<file path="config.mk">
export PLATFORM = sky130hd
export DESIGN_NAME = zsh_zone_ctrl
export DESIGN_NICKNAME = d
export VERILOG_FILES = /design/src/logic/zsh_pin_sync.v /design/src/logic/zsh_zone_ctrl.v
export VERILOG_INCLUDE_DIRS = /design/src /design/src/logic
export SDC_FILE = /design/constraint.sdc
export NUM_CORES = 1
export LEC_CHECK = 0
export ABC_CLOCK_PERIOD_IN_PS = 2500
export BUFFER_PORTS_ARGS = -buffer_cell sky130_fd_sc_hd__buf_2
export CORE_MARGIN = 2
export CORE_UTILIZATION = 30
export DETAILED_ROUTE_END_ITERATION = 8
export PLACE_DENSITY = 0.57
export SYNTH_ARGS = -nofsm -noshare
export SYNTH_HDL_FRONTEND = slang
export SYNTH_SLANG_ARGS = --single-unit
</file>
<file path="constraint.sdc">
create_clock -name clk -period 2.5 [get_ports clk]
set_clock_uncertainty 0.05 [all_clocks]
set_input_delay 0.125 -clock clk [delete_from_list [all_inputs] [get_ports clk]]
set_output_delay 0.125 -clock clk [all_outputs]
set_load 0.1 [all_outputs]
</file>
<file path="src/logic/zsh_consts.vh">
// Purpose: shared constants for the zone status handshake block
// Assumes: 10 MHz system clock, 16-bit zone status words
// Notes: register offsets are the local holding register addresses
`ifndef ZSH_CONSTS_VH
`define ZSH_CONSTS_VH

// register offsets on the peer register port
`define ZSH_OFS_UP_STATUS_OUT 8'h74
`define ZSH_OFS_UP_NBR_IN 8'h86
`define ZSH_OFS_DIS_STATUS_OUT 8'hC4
`define ZSH_OFS_DN_NBR_IN 8'hE8

// zone status codes
`define ZSH_ST_CLEAR 16'h0001
`define ZSH_ST_RUN 16'h0002
`define ZSH_ST_DISCH 16'h0004
`define ZSH_ST_BLOCKED 16'h0005

// reset values of the neighbour-written registers
`define ZSH_RST_UP_NBR_IN 16'h0001
`define ZSH_RST_DN_NBR_IN 16'h0005

// field layout: low byte used when the high byte is masked
`define ZSH_LOW_BYTE_MSB 7

// timing
`define ZSH_CLK_HZ 10000000
`define ZSH_JAM_TIME_MS 2000

`endif

</file>
<file path="src/logic/zsh_pin_sync.v">
// Purpose: three-stage input synchroniser with agreement filter
// Assumes: inputs are asynchronous to clk
// Notes: output follows once stages two and three agree
`timescale 1ns/1ps

module zsh_pin_sync #(
	parameter WIDTH = 4
) (
	input wire clk,
	input wire arst_n,
	input wire ce,
	input wire [WIDTH-1:0] pin,
	output wire [WIDTH-1:0] level
);

	genvar i;
	generate
		for (i = 0; i < WIDTH; i = i + 1)
		begin : g_bit
			// each bit keeps its own flops, so no vector has two processes driving it
			reg stage1;
			reg stage2;
			reg stage3;
			reg held;
			// stage1 feeds only stage2, so metastability never reaches the filter
			always @(posedge clk or negedge arst_n)
			begin
				if (!arst_n)
				begin
					stage1 <= 1'b0;
					stage2 <= 1'b0;
					stage3 <= 1'b0;
					held <= 1'b0;
				end
				else if (ce)
				begin
					stage1 <= pin[i];
					stage2 <= stage1;
					stage3 <= stage2;
					if (stage2 == stage3)
						held <= stage3;
				end
			end
			assign level[i] = held;
		end
	endgenerate

endmodule // zsh_pin_sync

</file>
<file path="src/logic/zsh_zone_ctrl.v">
// Purpose: two-zone carton handoff driven by neighbour status words
// Assumes: peers write our local status registers over the register port
// Notes: sensors and segment straps are pins and pass the synchroniser
`timescale 1ns/1ps
`include "zsh_consts.vh"

module zsh_zone_ctrl #(
	parameter JAM_CYCLES = `ZSH_JAM_TIME_MS * (`ZSH_CLK_HZ / 1000)
) (
	input wire clk,
	input wire arst_n,
	input wire ce,
	input wire reg_wr,
	input wire reg_rd,
	input wire [7:0] reg_addr,
	input wire [15:0] reg_wdata,
	output reg [15:0] reg_rdata,
	output reg reg_rvalid,
	input wire up_sensor_pin,
	input wire dis_sensor_pin,
	input wire has_upstream_pin,
	input wire has_downstream_pin,
	input wire hi_byte_mask,
	input wire flag_clear,
	output reg up_motor_run,
	output reg dis_motor_run,
	output reg up_nbr_wr,
	output reg [15:0] up_nbr_wdata,
	output reg dn_nbr_wr,
	output reg [15:0] dn_nbr_wdata,
	output reg arrival_jam,
	output reg flex_zone
);

	localparam S_UP_IDLE = 2'h0;
	localparam S_UP_ACCEPT = 2'h1;
	localparam S_UP_LOADED = 2'h2;
	localparam S_DIS_EMPTY = 2'h0;
	localparam S_DIS_HOLD = 2'h1;
	localparam S_DIS_RELEASE = 2'h2;
	localparam S_DIS_CONFIRM = 2'h3;

	wire [3:0] pins_sync;
	reg [15:0] up_nbr_in;
	reg [15:0] dn_nbr_in;
	reg [15:0] up_nbr_prev;
	reg [15:0] up_status;
	reg [15:0] dis_status;
	reg [1:0] up_state;
	reg [1:0] dis_state;
	reg [24:0] jam_cnt;
	reg [1:0] links_prev;

	// compare a status word, ignoring the high byte when masked
	function st_is;
		input [15:0] word;
		input [15:0] code;
		input mask;
		begin
			st_is = mask ? (word[`ZSH_LOW_BYTE_MSB:0] == code[`ZSH_LOW_BYTE_MSB:0])
				: (word == code);
		end
	endfunction

	// sensors and segment straps come from outside the clock domain
	zsh_pin_sync #(
		.WIDTH(4)
	) u_sync (
		.clk(clk),
		.arst_n(arst_n),
		.ce(ce),
		.pin({has_downstream_pin, has_upstream_pin, dis_sensor_pin, up_sensor_pin}),
		.level(pins_sync)
	);

	wire up_blocked = pins_sync[0];
	wire dis_blocked = pins_sync[1];
	wire has_upstream = pins_sync[2];
	wire has_downstream = pins_sync[3];

	// neighbour status decode, evaluated every cycle
	wire dn_ready = st_is(dn_nbr_in, `ZSH_ST_CLEAR, hi_byte_mask)
		| st_is(dn_nbr_in, `ZSH_ST_RUN, hi_byte_mask);
	wire dn_busy = st_is(dn_nbr_in, `ZSH_ST_DISCH, hi_byte_mask)
		| st_is(dn_nbr_in, `ZSH_ST_BLOCKED, hi_byte_mask);
	wire up_discharging = st_is(up_nbr_in, `ZSH_ST_DISCH, hi_byte_mask);
	wire up_cleared = st_is(up_nbr_in, `ZSH_ST_CLEAR, hi_byte_mask);
	wire up_turned_4 = up_discharging & ~st_is(up_nbr_prev, `ZSH_ST_DISCH, hi_byte_mask);

	// local holding registers; peers and bridging controllers write the inputs
	always @(posedge clk or negedge arst_n)
	begin
		if (!arst_n)
		begin
			up_nbr_in <= `ZSH_RST_UP_NBR_IN;
			dn_nbr_in <= `ZSH_RST_DN_NBR_IN;
			up_nbr_prev <= `ZSH_RST_UP_NBR_IN;
			reg_rdata <= 16'h0000;
			reg_rvalid <= 1'b0;
		end
		else if (ce)
		begin
			up_nbr_prev <= up_nbr_in;
			reg_rvalid <= reg_rd;
			if (reg_wr && reg_addr == `ZSH_OFS_UP_NBR_IN)
				up_nbr_in <= reg_wdata;
			if (reg_wr && reg_addr == `ZSH_OFS_DN_NBR_IN)
				dn_nbr_in <= reg_wdata;
			if (reg_rd)
			begin
				case (reg_addr)
					`ZSH_OFS_UP_STATUS_OUT: reg_rdata <= up_status;
					`ZSH_OFS_UP_NBR_IN: reg_rdata <= up_nbr_in;
					`ZSH_OFS_DIS_STATUS_OUT: reg_rdata <= dis_status;
					`ZSH_OFS_DN_NBR_IN: reg_rdata <= dn_nbr_in;
					default: reg_rdata <= 16'h0000; // unmapped reads as zero
				endcase
			end
		end
	end

	// upstream accepting zone
	always @(posedge clk or negedge arst_n)
	begin
		if (!arst_n)
		begin
			up_state <= S_UP_IDLE;
			up_status <= `ZSH_ST_CLEAR;
			up_motor_run <= 1'b0;
			flex_zone <= 1'b0;
		end
		else if (ce)
		begin
			// a new flex event wins over a clear in the same cycle
			flex_zone <= flex_zone & ~flag_clear;
			case (up_state)
				S_UP_IDLE:
				begin
					if (up_turned_4)
					begin
						up_state <= S_UP_ACCEPT;
						up_motor_run <= 1'b1;
						up_status <= `ZSH_ST_RUN;
					end
				end
				S_UP_ACCEPT:
				begin
					if (up_blocked)
					begin
						if (!up_cleared)
							flex_zone <= 1'b1;
						up_state <= S_UP_LOADED;
					end
				end
				S_UP_LOADED:
				begin
					// feed the discharge zone only while it is empty
					if (!up_blocked)
					begin
						up_state <= S_UP_IDLE;
						up_motor_run <= 1'b0;
						up_status <= `ZSH_ST_CLEAR;
					end
					else if (dis_state == S_DIS_EMPTY && !dis_blocked)
					begin
						up_motor_run <= 1'b1;
						up_status <= `ZSH_ST_DISCH;
					end
					else
					begin
						up_motor_run <= 1'b0;
						up_status <= `ZSH_ST_BLOCKED;
					end
				end
				default:
				begin
					up_state <= S_UP_IDLE;
					up_motor_run <= 1'b0;
					up_status <= `ZSH_ST_CLEAR;
				end
			endcase
		end
	end

	// discharge zone with hold, release and arrival confirmation
	always @(posedge clk or negedge arst_n)
	begin
		if (!arst_n)
		begin
			dis_state <= S_DIS_EMPTY;
			dis_status <= `ZSH_ST_CLEAR;
			dis_motor_run <= 1'b0;
			jam_cnt <= 25'h0000000;
			arrival_jam <= 1'b0;
		end
		else if (ce)
		begin
			arrival_jam <= arrival_jam & ~flag_clear; // a jam in the same cycle wins
			case (dis_state)
				S_DIS_EMPTY:
				begin
					dis_motor_run <= up_motor_run & (up_state == S_UP_LOADED);
					dis_status <= `ZSH_ST_CLEAR;
					if (dis_blocked)
					begin
						if (dn_ready)
						begin
							dis_state <= S_DIS_RELEASE;
							dis_motor_run <= 1'b1;
							dis_status <= `ZSH_ST_DISCH;
						end
						else
						begin
							dis_state <= S_DIS_HOLD;
							dis_motor_run <= 1'b0;
							dis_status <= `ZSH_ST_BLOCKED;
						end
					end
				end
				S_DIS_HOLD:
				begin
					if (!dn_busy && dn_ready)
					begin
						dis_state <= S_DIS_RELEASE;
						dis_motor_run <= 1'b1;
						dis_status <= `ZSH_ST_DISCH;
					end
				end
				S_DIS_RELEASE:
				begin
					// carton left our sensor: wait for the far side to confirm
					if (!dis_blocked)
					begin
						dis_state <= S_DIS_CONFIRM;
						dis_motor_run <= 1'b0;
						jam_cnt <= 25'h0000000;
					end
				end
				S_DIS_CONFIRM:
				begin
					if (st_is(dn_nbr_in, `ZSH_ST_BLOCKED, hi_byte_mask))
					begin
						dis_state <= S_DIS_EMPTY;
						dis_status <= `ZSH_ST_CLEAR;
					end
					else if (jam_cnt == JAM_CYCLES[24:0] - 25'h0000001)
					begin
						arrival_jam <= 1'b1;
						dis_state <= S_DIS_EMPTY;
						dis_status <= `ZSH_ST_CLEAR;
					end
					else
						jam_cnt <= jam_cnt + 25'h0000001;
				end
				default: dis_state <= S_DIS_EMPTY; // all four codes are used
			endcase
		end
	end

	// status words go out to each present neighbour whenever they change
	always @(posedge clk or negedge arst_n)
	begin
		if (!arst_n)
		begin
			up_nbr_wr <= 1'b0;
			up_nbr_wdata <= 16'h0000;
			dn_nbr_wr <= 1'b0;
			dn_nbr_wdata <= 16'h0000;
			links_prev <= 2'h0;
		end
		else if (ce)
		begin
			// missing neighbours are never written; a strap settling high sends the word once
			links_prev <= {has_downstream, has_upstream};
			up_nbr_wr <= has_upstream & (!links_prev[0] | up_nbr_wdata != up_status);
			dn_nbr_wr <= has_downstream & (!links_prev[1] | dn_nbr_wdata != dis_status);
			up_nbr_wdata <= up_status;
			dn_nbr_wdata <= dis_status;
		end
	end

endmodule // zsh_zone_ctrl

</file>
# == Yosys cells after proc, flatten, opt, wreduce, memory -nomap -nowiden ==
# Cells that the tools add are included.
# totals
register_bits,182
elab_cells,162
# classes
add_sub_neg,1
n_eq_ne,39
mux,48
bitwise_logic,13
reduce_logical,26
# op_table
operator,n
16-bit one-hot mux with 3 select lines,2
25-bit 2-to-1 mux,3
16-bit by 3-bit equality test with 1-bit output (second input constant),4
16-bit 2-to-1 mux,4
16-bit one-hot mux with 4 select lines,1
25-bit one-hot mux with 2 select lines,1
16-bit by 1-bit equality test with 1-bit output (second input constant),2
8-bit by 3-bit equality test with 1-bit output (second input constant),4
16-bit != test,2
25-bit by 1-bit adder with 25-bit output (second input constant),1
25-bit equality test (second input constant),1
8-bit equality test (second input constant),3
1-bit 2-to-1 mux,22
2-bit 2-to-1 mux,9
16-bit by 2-bit equality test with 1-bit output (second input constant),1
8-bit by 1-bit equality test with 1-bit output (second input constant),2
2-bit AND reduction,7
2-bit != test (second input constant),6
4-bit AND reduction,3
5-bit AND reduction,2
8-bit by 2-bit equality test with 1-bit output (second input constant),1
8-bit by 7-bit equality test with 1-bit output (second input constant),1
2-bit one-hot mux with 4 select lines,1
1-bit bitwise AND,6
16 further kinds,38

# == Depth between registers and ports, before layout ==
# Gate-level depths: netlist of run 1.
# logic_depth
depth_word,7
ltp_mapped,9
mapped_depth_nobuf,8

# == Modules after synthesis ==
# A second synthesis of run 1 with hierarchy kept.
# hier_totals
hier_cells,560
hier_area_um2,6241.0
# modules_own_cells
mod,instances,cells_each,area_per_inst_um2
zsh_zone_ctrl,1,514,5566.6
zsh_pin_sync,1,46,674.4

# == Least setup slack after synthesis of run 1 ==
# OpenSTA, ideal clock, no wires.
# synth_timing
kind,reg-to-reg
startpoint,reg dis_state[0]
endpoint,reg jam_cnt[22]
setup_time_ns,0.078
arrival_time_ns,2.439
slack_ns,-0.067
path_stages_with_launch,10
synth_period_minus_slack_ns,2.567
path_cell_list,dfrtp_1 > inv_1 > ha_1 > a21boi_2 > o21ai_1 > a41o_1 > or4_1 > buf_2 > or4_1 > a21oi_1
# synth_via
elab_chain_cells,3
elab_cells_between_ends,8
cone_classes,eq/ne: 5; mux: 1; reduce/logical: 2
# synth_rtl
item,line,text
from (decl),zsh_zone_ctrl.v:50,reg [1:0] dis_state;
from (signal assigned),zsh_zone_ctrl.v:190,dis_state <= S_DIS_EMPTY;
from (signal assigned),zsh_zone_ctrl.v:208,dis_state <= S_DIS_RELEASE;
from (signal assigned),zsh_zone_ctrl.v:214,dis_state <= S_DIS_HOLD;
2-bit equality test,zsh_zone_ctrl.v:199,case (dis_state)
2-bit != test (no source line) / 2-bit nonzero test (equally long branches),n/a,
5-bit AND reduction (no source line),n/a,
to (signal assigned),zsh_zone_ctrl.v:253,jam_cnt <= jam_cnt + 25'h0000001;
to (decl),zsh_zone_ctrl.v:51,reg [24:0] jam_cnt;
# Parallel ways exist; a longest one is shown, timed or not.
# A chain may end at the register's enable or synchronous reset.

# == Worst setup path in the final report of run 1 ==
# layout_timing
startpoint,reg jam_cnt[0]
endpoint,reg jam_cnt[21]
# layout_via
elab_chain_cells,4
elab_cells_between_ends,7
cone_classes,add/sub: 1; eq/ne: 2; mux: 3; reduce/logical: 1
# layout_rtl
item,line,text
25-bit by 1-bit adder with 25-bit output,zsh_zone_ctrl.v:253,
25-bit 2-to-1 mux,zsh_zone_ctrl.v:246,else if (jam_cnt == JAM_CYCLES[24:0] - 25'h0000001)
25-bit 2-to-1 mux,zsh_zone_ctrl.v:241,"if (st_is(dn_nbr_in, `ZSH_ST_BLOCKED, hi_byte_mask))"
25-bit one-hot mux with 2 select lines,zsh_zone_ctrl.v:199,
# Parallel ways exist; a longest one is shown, timed or not. The select of a mux whose other input is x is not followed.

==> impl_metrics.yaml, run 1 <==
worst_hold_path:
  hold_class: "in2reg"
floorplanning:
  io_pins: 90
  fp-row-count: 52
  coreArea_um2: 20200
  start_util_pct: 30.5
  die_w_um: 147
  dieArea_um2: 21700
  dieHeight_um: 147
synth:
  synth_area_leader_cell: "dfrtp_1"
  synth_cell_types: 51
  synth_area_um2: 6150
  synth_ff_type: "dfrtp_1"
  netlist_instances: 560
  synth_edf_count: 0
  synth_area_leaders: "dfrtp_1 50%, mux2_2 13%, buf_4 3.4%"
  synth_top_area_share_pct: 49.6
  synth_seq_cells: 128
  syn_avg_cell_area_um2: 11.0
  yosysSeqAreaShare_pct: 52.2
  yosys_warnings: 0
  async_flop_share_pct: 100
final_layout:
  seqCellArea_um2: 3210
  diodes: 0
  layout.cell_area.non_filler_um2: 7670
  layout_commonest_cell: "dfrtp_1"
  multi_input_area_um2: 2740
  fillers: 2014
  fin_nets: 711
  layout.cells.most_common_list: "122 x dfrtp_1, 71 x mux2_2, 61 x buf_2"
  syn2layout_area_growth_pct: 24.7
  drive_above_1_share_pct: 31.1
setup_path:
  critPathMaxFanout: 7
  worstPathArrival_ns: 2.68
  crit_path_start_kind: "flop"
  cp-end-kind: "flop"
  worstSetupPathType: "reg2reg"
  required_ns: 2.79
drt:
  drt_iter0_markers: 285
  drc: 0
  drt-pass1-iter-count: 5
  vias: 4558
  wirelength_mm: 14.2
  drtAntennaViolNets: 0
  avgRoutedWirePerCell_um: 15.0
  vias_per_cell: 4.79
timing:
  setup_viol: 0
  setup-tns-final_ns: 0
  fin_ws_ns: 0.114
  relSlewSlack_pct: 53.2
  tightest_slew_ns: 0.702
  fmax_ghz: 0.419
  hold-worst-slack_ns: 0.143
  period_needed_ns: 2.39
  hold_violations: 0
  slew_viol_final: 0
  period_share_pct: 95.4
place:
  place_ws_ns: 0.0326
  placed_cell_area_um2: 6840
  dpl.hpwl_mm: 9.93
  gp_congestion: 0.782
  port_buffers: 62
job:
  max_cap_violations: 0
clock_network:
  cts_tree: "built"
  insertion_delay_ns: 0.42
  clockBufferDepth: 2
  cts_buffers: 17
  cts_sinks: 128
  ctsHtreeMaxLevel: 4
  clkTransAtPathRegs_ns: 0.05
  root_buffer: "clkbuf_16"
grt:
  gr-total-overflow: 0
  grt_util_all_layers_pct: 13.8
  grt_max_degree: 63
  grt_pass1_wl_mm: 23.7
  grt_pass1_vias: 4559
  antenna_found_initial: 0
power_and_ir_drop:
  p_leak_nw: 3.54
  ir_drop_uv: 1190
  powerDensity_nw_per_um2: 860
outcome:
  status: "completed"
synthesized netlist by cell type (2+ instances only):
library cell	instances
a222oi_1	3
a21o_1	4
ha_1	6
o21ai_0	24
mux2_2	71
and3_1	6
buf_4	28
mux2i_1	5
inv_1	13
dfrtp_1	122
nor3b_1	9
xnor2_1	15
and4_1	2
nand2b_1	6
a31oi_1	2
buf_2	6
clkbuf_1	14
dfstp_2	6
nor3_1	3
o31ai_1	5
nand3_1	15
nor2b_1	4
nor4bb_1	2
or2_2	3
nand2_1	48
a22o_1	2
a21oi_1	30
buf_1	2
nor4b_1	6
a22oi_1	13
nand4_1	9
or3_1	4
nor2_1	31
and4b_1	2
nor4_1	16
or4_1	8
per-layer routing:
| metal | share of wire [%] | track usage, % | wire [um] | vias up |
|---|---|---|---|---|
| li1 | - | - | - | 2195 |
| met1 | 49 | 19.4 | 6980 | 2239 |
| met2 | 45 | 20.8 | 6410 | 108 |
| met3 | 4.7 | 3.66 | 664 | 16 |
| met4 | 1.2 | 4.09 | 173 | 0 |
| met5 | 0 | 0 | 0 | - |
metrics by stage:
step | power, mW | std cells | util (%)
after detailed placement | 4.27 | 895 | 33.9
after global placement | 4.26 | 895 | 33.9
after CTS | 6.63 | 947 | 37.7
after global routing | 6.93 | 951 | 38.0
after floorplan | 3.88 | 586 | -
final | 6.60 | 951 | 38.0
critical path, cell delays in order, from the launching register on:
cell and delay (ns):
dfrtp_1 0.37, ha_1 0.19, nand4_1 0.13, or4b_1 0.56, nor4_1 0.27, buf_4 0.20
nor4b_1 0.06, buf_4 0.14, a31o_2 0.23, a21oi_1 0.11
sequential cells by signal, summed over array words and instances, names as in the netlist, 2 cells and up:
name                 cells
dis_state                2
dn_nbr_in               16
up_status                3
u_sync.g_bit.stage3      4
dn_nbr_wdata             2
links_prev               2
up_nbr_wdata             3
u_sync.g_bit.stage1      4
up_state                 2
u_sync.g_bit.held        4
u_sync.g_bit.stage2      4
reg_rdata               16
jam_cnt                 25
up_nbr_in               16
up_nbr_prev             16
dis_status               2
where the power goes:
part | total [mW] | switching [mW] | internal [mW]
sequential | 2.54 | 0.221 | 2.32
combinational | 1.77 | 1.20 | 0.562
clock | 2.30 | 0.848 | 1.45
total | 6.60 | 2.27 | 4.33
logic make-up after synthesis:
kind of cell	Yosys count	share of synthesized area (%)
multiplexers	76	13.8
AO/OA/AOI/OAI	92	9.26
XOR/XNOR	15	2.14
AND/OR/NAND/NOR	179	15.6
flip-flops	128	52.2
adder cells (fa/ha/maj)	6	1.22
other	1	0.0610
buffers and inverters	63	5.68
final timing paths:
check                                    from                endpoint  slack (ns)  cells after the start
max in group asynchronous              arst_n           dis_status[0]        1.53                      3
min in group asynchronous              arst_n  u_sync.g_bit[2].stage3        0.23                      2
worst min register to register  reg_rdata[12]           reg_rdata[12]        0.42                      2
worst max register to register     jam_cnt[0]             jam_cnt[21]        0.11                      9
worst min-delay path                   reg_rd              reg_rvalid        0.14                      4
worst max-delay path               jam_cnt[0]             jam_cnt[21]        0.11                      9
final cells by class:
cell class | count | share of cell area, %
Sequential cell | 128 | 41.8
Timing Repair Buffer | 115 | 10.3
Clock buffer | 23 | 6.36
Clock inverter | 7 | 0.783
Multi-Input combinational cell | 395 | 35.7
Inverter | 13 | 0.636
Tap cell | 270 | 4.40
repair_timing:
action / 4_1_cts / 5_1_grt
buffers inserted: 0 / 4
gates resized for setup: 0 / 6
hold buffers: 22 / 0
endpoints found under the setup margin: 0 / 11
endpoints found under the hold margin: 79 / 0
Power figures use the tool's default switching activity.
==> inputs of run 2 (changes only) <==
--- a/config.mk
+++ b/config.mk
@@ -9,9 +9,9 @@
 export ABC_CLOCK_PERIOD_IN_PS = 2500
 export BUFFER_PORTS_ARGS = -buffer_cell sky130_fd_sc_hd__buf_2
 export CORE_MARGIN = 2
-export CORE_UTILIZATION = 30
+export CORE_UTILIZATION = 50
 export DETAILED_ROUTE_END_ITERATION = 8
-export PLACE_DENSITY = 0.57
+export PLACE_DENSITY = 0.82
 export SYNTH_ARGS = -nofsm -noshare
 export SYNTH_HDL_FRONTEND = slang
 export SYNTH_SLANG_ARGS = --single-unit
==> impl_metrics.yaml, run 2 (synthesized netlist as in run 1, its figures left out) <==
clock_network:
  ctsHtreeMaxLevel: 4
  root_buffer: "clkbuf_16"
  cts_tree: "built"
  cts_buffers: 17
  cts_sinks: 128
  clkTransAtPathRegs_ns: 0.06
  insertion_delay_ns: 0.42
  clockBufferDepth: 2
drt:
  drc: 0
  drt-pass1-iter-count: 5
  wirelength_mm: 14.8
  drt_iter0_markers: 342
  avgRoutedWirePerCell_um: 17.9
  vias_per_cell: 5.86
  vias: 4825
  drtAntennaViolNets: 0
setup_path:
  worstSetupPathType: "reg2reg"
  cp-end-kind: "flop"
  reg2reg_depth: 7
  worstPathArrival_ns: 2.74
  reg2reg_from: "dis_state[0]"
  required_ns: 2.78
  r2r-end: "jam_cnt[22]"
  r2r_setup_slack_ns: 0.04
  crit_path_start_kind: "flop"
  critPathMaxFanout: 6
floorplanning:
  dieArea_um2: 13200
  die_w_um: 115
  start_util_pct: 51.2
  io_pins: 90
  dieHeight_um: 115
  fp-row-count: 40
  coreArea_um2: 12000
final_layout:
  final_cells: 824
  diodes: 0
  syn2layout_area_growth_pct: 21.6
  final_util_pct: 62.3
  layout.cells.most_common_list: "121 x dfrtp_1, 71 x mux2_2, 61 x buf_2"
  drive_above_1_share_pct: 31.6
  largest_reg_flops: 25
  layout_commonest_cell: "dfrtp_1"
  top_register: "jam_cnt"
  fin_nets: 705
power_and_ir_drop:
  power_frac_comb_pct: 27.0
  power_frac_seq_pct: 38.8
  power.switching_mw: 2.37
  internal_power_mw: 4.17
  powerDensity_nw_per_um2: 874
  p_leak_nw: 3.47
  switching_share_pct: 36.2
  ir_drop_uv: 720
  power_frac_clock_pct: 34.2
grt:
  grt_max_degree: 63
  grt_pass1_vias: 4918
  antenna_found_initial: 0
  gr-total-overflow: 0
  grt_pass1_wl_mm: 24.2
  grt_util_all_layers_pct: 23.5
timing:
  fmax_ghz: 0.406
  slew_viol_final: 0
  setup-tns-final_ns: 0
  tightest_slew_ns: 0.709
  period_share_pct: 98.5
  period_needed_ns: 2.46
  setup_viol: 0
  relSlewSlack_pct: 52.7
  hold_violations: 0
  hold-worst-slack_ns: 0.117
  fin_ws_ns: 0.0387
place:
  port_buffers: 62
  dp.cells: 765
  place_ws_ns: 0.0204
  gp_congestion: 0.844
  dpl.hpwl_mm: 9.59
worst_hold_path:
  min_to: "reg_rvalid"
  hold_class: "in2reg"
  min_from: "reg_rd"
  hold-path-cell-count: 4
job:
  max_cap_violations: 0
outcome:
  status: "completed"
[run 2: metal layers]
layer / wire length [um] / global-route usage [%]
met1: 5830 / 27.9
met4: 469 / 10.8
met3: 905 / 6.43
met5: 0 / 0
met2: 7570 / 39.8
[run 2: metrics by stage]
step | cell area (um^2) | power [mW]
after global routing | 7480 | 6.81
final | 7480 | 6.54
after global placement | 6620 | 4.18
after floorplan | 6250 | 3.88
after CTS | 7390 | 6.50
after detailed placement | 6620 | 4.25
[run 2: area by class of cell]
cell class / count / area, um^2
Clock buffer: 20 / 457
Clock inverter: 12 / 86.3
Fill cell: 878 / 4530
Inverter: 13 / 48.8
Multi-Input combinational cell: 395 / 2750
Sequential cell: 128 / 3210
Tap cell: 147 / 184
Timing Repair Buffer: 109 / 737
[run 2: critical path: stages, from the launching register on]
cell	delay (ns)
dfrtp_1	0.38
buf_4	0.13
ha_1	0.25
o21ai_1	0.12
a41o_1	0.27
or4_4	0.51
or4_1	0.51
a21oi_1	0.16
[run 2: repair_timing]
action	CTS	global route
endpoints found under the setup margin	1	14
pin swaps	0	2
gates resized for setup	1	9
buffers inserted	0	4
endpoints found under the hold margin	76	0
cloned	0	1
hold buffers	22	0
[run 2: worst max-delay path by stage]
stage | start | slack (ns) | cells past startpoint | endpoint
3_3_place_gp | dis_state[0] | 0.1 | 9 | jam_cnt[20]
4_1_cts | dis_state[0] | 0.008 | 9 | jam_cnt[20]
3_5_place_dp | dis_state[0] | 0.02 | 9 | jam_cnt[15]
5_1_grt | dis_state[0] | -0.08 | 7 | jam_cnt[22]
6_report | dis_state[0] | 0.04 | 7 | jam_cnt[22]
2_1_floorplan | dis_state[0] | 0.01 | 9 | jam_cnt[22]
[run 2: power by group through the flow]
stage | registers [mW] | logic (mW) | clock network, mW
floorplan | 3.00 | 0.878 | 0
global placement | 2.55 | 1.63 | 0
detailed placement | 2.56 | 1.69 | 0
CTS | 2.53 | 1.73 | 2.24
global route | 2.57 | 1.87 | 2.36
finish | 2.54 | 1.77 | 2.23
==> inputs of run 3 (changes only) <==
--- a/config.mk
+++ b/config.mk
@@ -9,9 +9,10 @@
 export ABC_CLOCK_PERIOD_IN_PS = 2500
 export BUFFER_PORTS_ARGS = -buffer_cell sky130_fd_sc_hd__buf_2
 export CORE_MARGIN = 2
-export CORE_UTILIZATION = 50
+export CORE_UTILIZATION = 30
+export CTS_BUF_LIST = sky130_fd_sc_hd__clkbuf_8
 export DETAILED_ROUTE_END_ITERATION = 8
-export PLACE_DENSITY = 0.82
+export PLACE_DENSITY = 0.57
 export SYNTH_ARGS = -nofsm -noshare
 export SYNTH_HDL_FRONTEND = slang
 export SYNTH_SLANG_ARGS = --single-unit
==> impl_metrics.yaml, run 3 (synthesized netlist as in run 1, its figures left out) <==
outcome:
  status: "completed"
drt:
  wl_met3_um: 697
  drt-pass1-iter-count: 4
  vias: 4572
  drt-met1-wl_mm: 6.89
  vias_per_cell: 4.81
  drt_iter0_markers: 253
  avgRoutedWirePerCell_um: 14.9
  maxUsedRoutingLayer: "met4"
  wirelength_mm: 14.2
  drc: 0
  drtAntennaViolNets: 0
  wl_met2_mm: 6.49
timing:
  relSlewSlack_pct: 52.7
  fmax_ghz: 0.416
  period_share_pct: 96.1
  slew_viol_final: 0
  hold-worst-slack_ns: 0.120
  setup-tns-final_ns: 0
  fin_ws_ns: 0.0983
  setup_viol: 0
  tightest_slew_ns: 0.710
  period_needed_ns: 2.40
  hold_violations: 0
floorplanning:
  die_w_um: 147
  start_util_pct: 30.5
  dieHeight_um: 147
  fp-row-count: 52
  coreArea_um2: 20200
  dieArea_um2: 21700
  io_pins: 90
grt:
  grt_pass1_vias: 4524
  grt_util_all_layers_pct: 13.7
  antenna_found_initial: 0
  gr-total-overflow: 0
  grt_pass1_wl_mm: 23.5
  grt_max_degree: 63
setup_path:
  critPathMaxFanout: 7
  worstSetupPathType: "reg2reg"
  reg2reg_from: "jam_cnt[0]"
  required_ns: 2.81
  r2r_setup_slack_ns: 0.1
  cp-end-kind: "flop"
  cp-startpoint: "jam_cnt[0]"
  crit_path_start_kind: "flop"
  worstPathArrival_ns: 2.71
final_layout:
  layout.cell_area.non_filler_um2: 7480
  fin_nets: 711
  syn2layout_area_growth_pct: 21.7
  layout_commonest_cell: "dfrtp_1"
  drive_above_1_share_pct: 31.3
  diodes: 0
  final_cells: 951
  final_util_pct: 37.1
  layout.cells.most_common_list: "122 x dfrtp_1, 71 x mux2_2, 61 x buf_2"
  largest_reg_flops: 25
  top_register: "jam_cnt"
clock_network:
  clkTransAtPathRegs_ns: 0.07
  cts_tree: "built"
  root_buffer: "clkbuf_8"
  cts_sinks: 128
  cts_buffers: 17
  insertion_delay_ns: 0.43
  ctsHtreeMaxLevel: 4
  clockBufferDepth: 2
place:
  dp.cells: 895
  placed_cell_area_um2: 6840
  place_ws_ns: 0.0326
  port_buffers: 62
  dpl.hpwl_mm: 9.93
  gp_congestion: 0.782
worst_hold_path:
  min_from: "reg_rd"
  hold_class: "in2reg"
power_and_ir_drop:
  power.total_mw: 5.91
  p_leak_nw: 3.46
  powerDensity_nw_per_um2: 790
  ir_drop_uv: 1190
job:
  max_cap_violations: 0
[run 3: changes by cell type in the layout (fill, tap and decap cells not counted), sizes merged]
cell	change
buf	+7
clkdlybuf4s15	-1
bufinv	+1
clkbuf	+1
clkinv	+2
clkinvlp	-6
[run 3: path summary, 6_finish.rpt]
kind,endpoint,cells after the start
hold reg to reg,reg_rdata[12],2
min in group asynchronous,u_sync.g_bit[2].stage3,2
max in group asynchronous,dis_status[0],3
setup / recovery,jam_cnt[21],9
setup reg to reg,jam_cnt[21],9
hold / removal,reg_rvalid,4
[run 3: cell type report]
class,instances,area [um^2]
Fill cell,2045,12700
Sequential cell,128,3210
Multi-Input combinational cell,395,2740
Timing Repair Buffer,115,791
Tap cell,270,338
Clock buffer,21,289
Clock inverter,9,67.6
Inverter,13,48.8
[run 3: where the power goes]
part	leakage (nW)	internal (mW)	switching [mW]
clock network	0.199	0.862	0.753
registers	1.70	2.31	0.221
logic	1.55	0.563	1.20
total	3.46	3.74	2.18
[run 3: timing repair]
action                                 in CTS  in global routing
endpoints found under the hold margin      80                  0
hold buffers                               22                  0
gates resized for setup                     0                  7
setup endpoints to repair                   0                 11
setup buffers                               0                  4
[run 3: metal layers]
metal	GRT usage [%]	vias up
met4	3.32	0
met5	0	-
met3	3.91	8
met1	19.3	2260
met2	20.8	114
li1	-	2190
[run 3: worst max-delay path: stages, from the launching register on]
cell	delay (ns)
dfrtp_1	0.39
ha_2	0.20
nand4_1	0.13
or4b_1	0.56
nor4_1	0.26
buf_4	0.20
nor4b_1	0.06
buf_4	0.14
a31o_2	0.23
a21oi_1	0.11
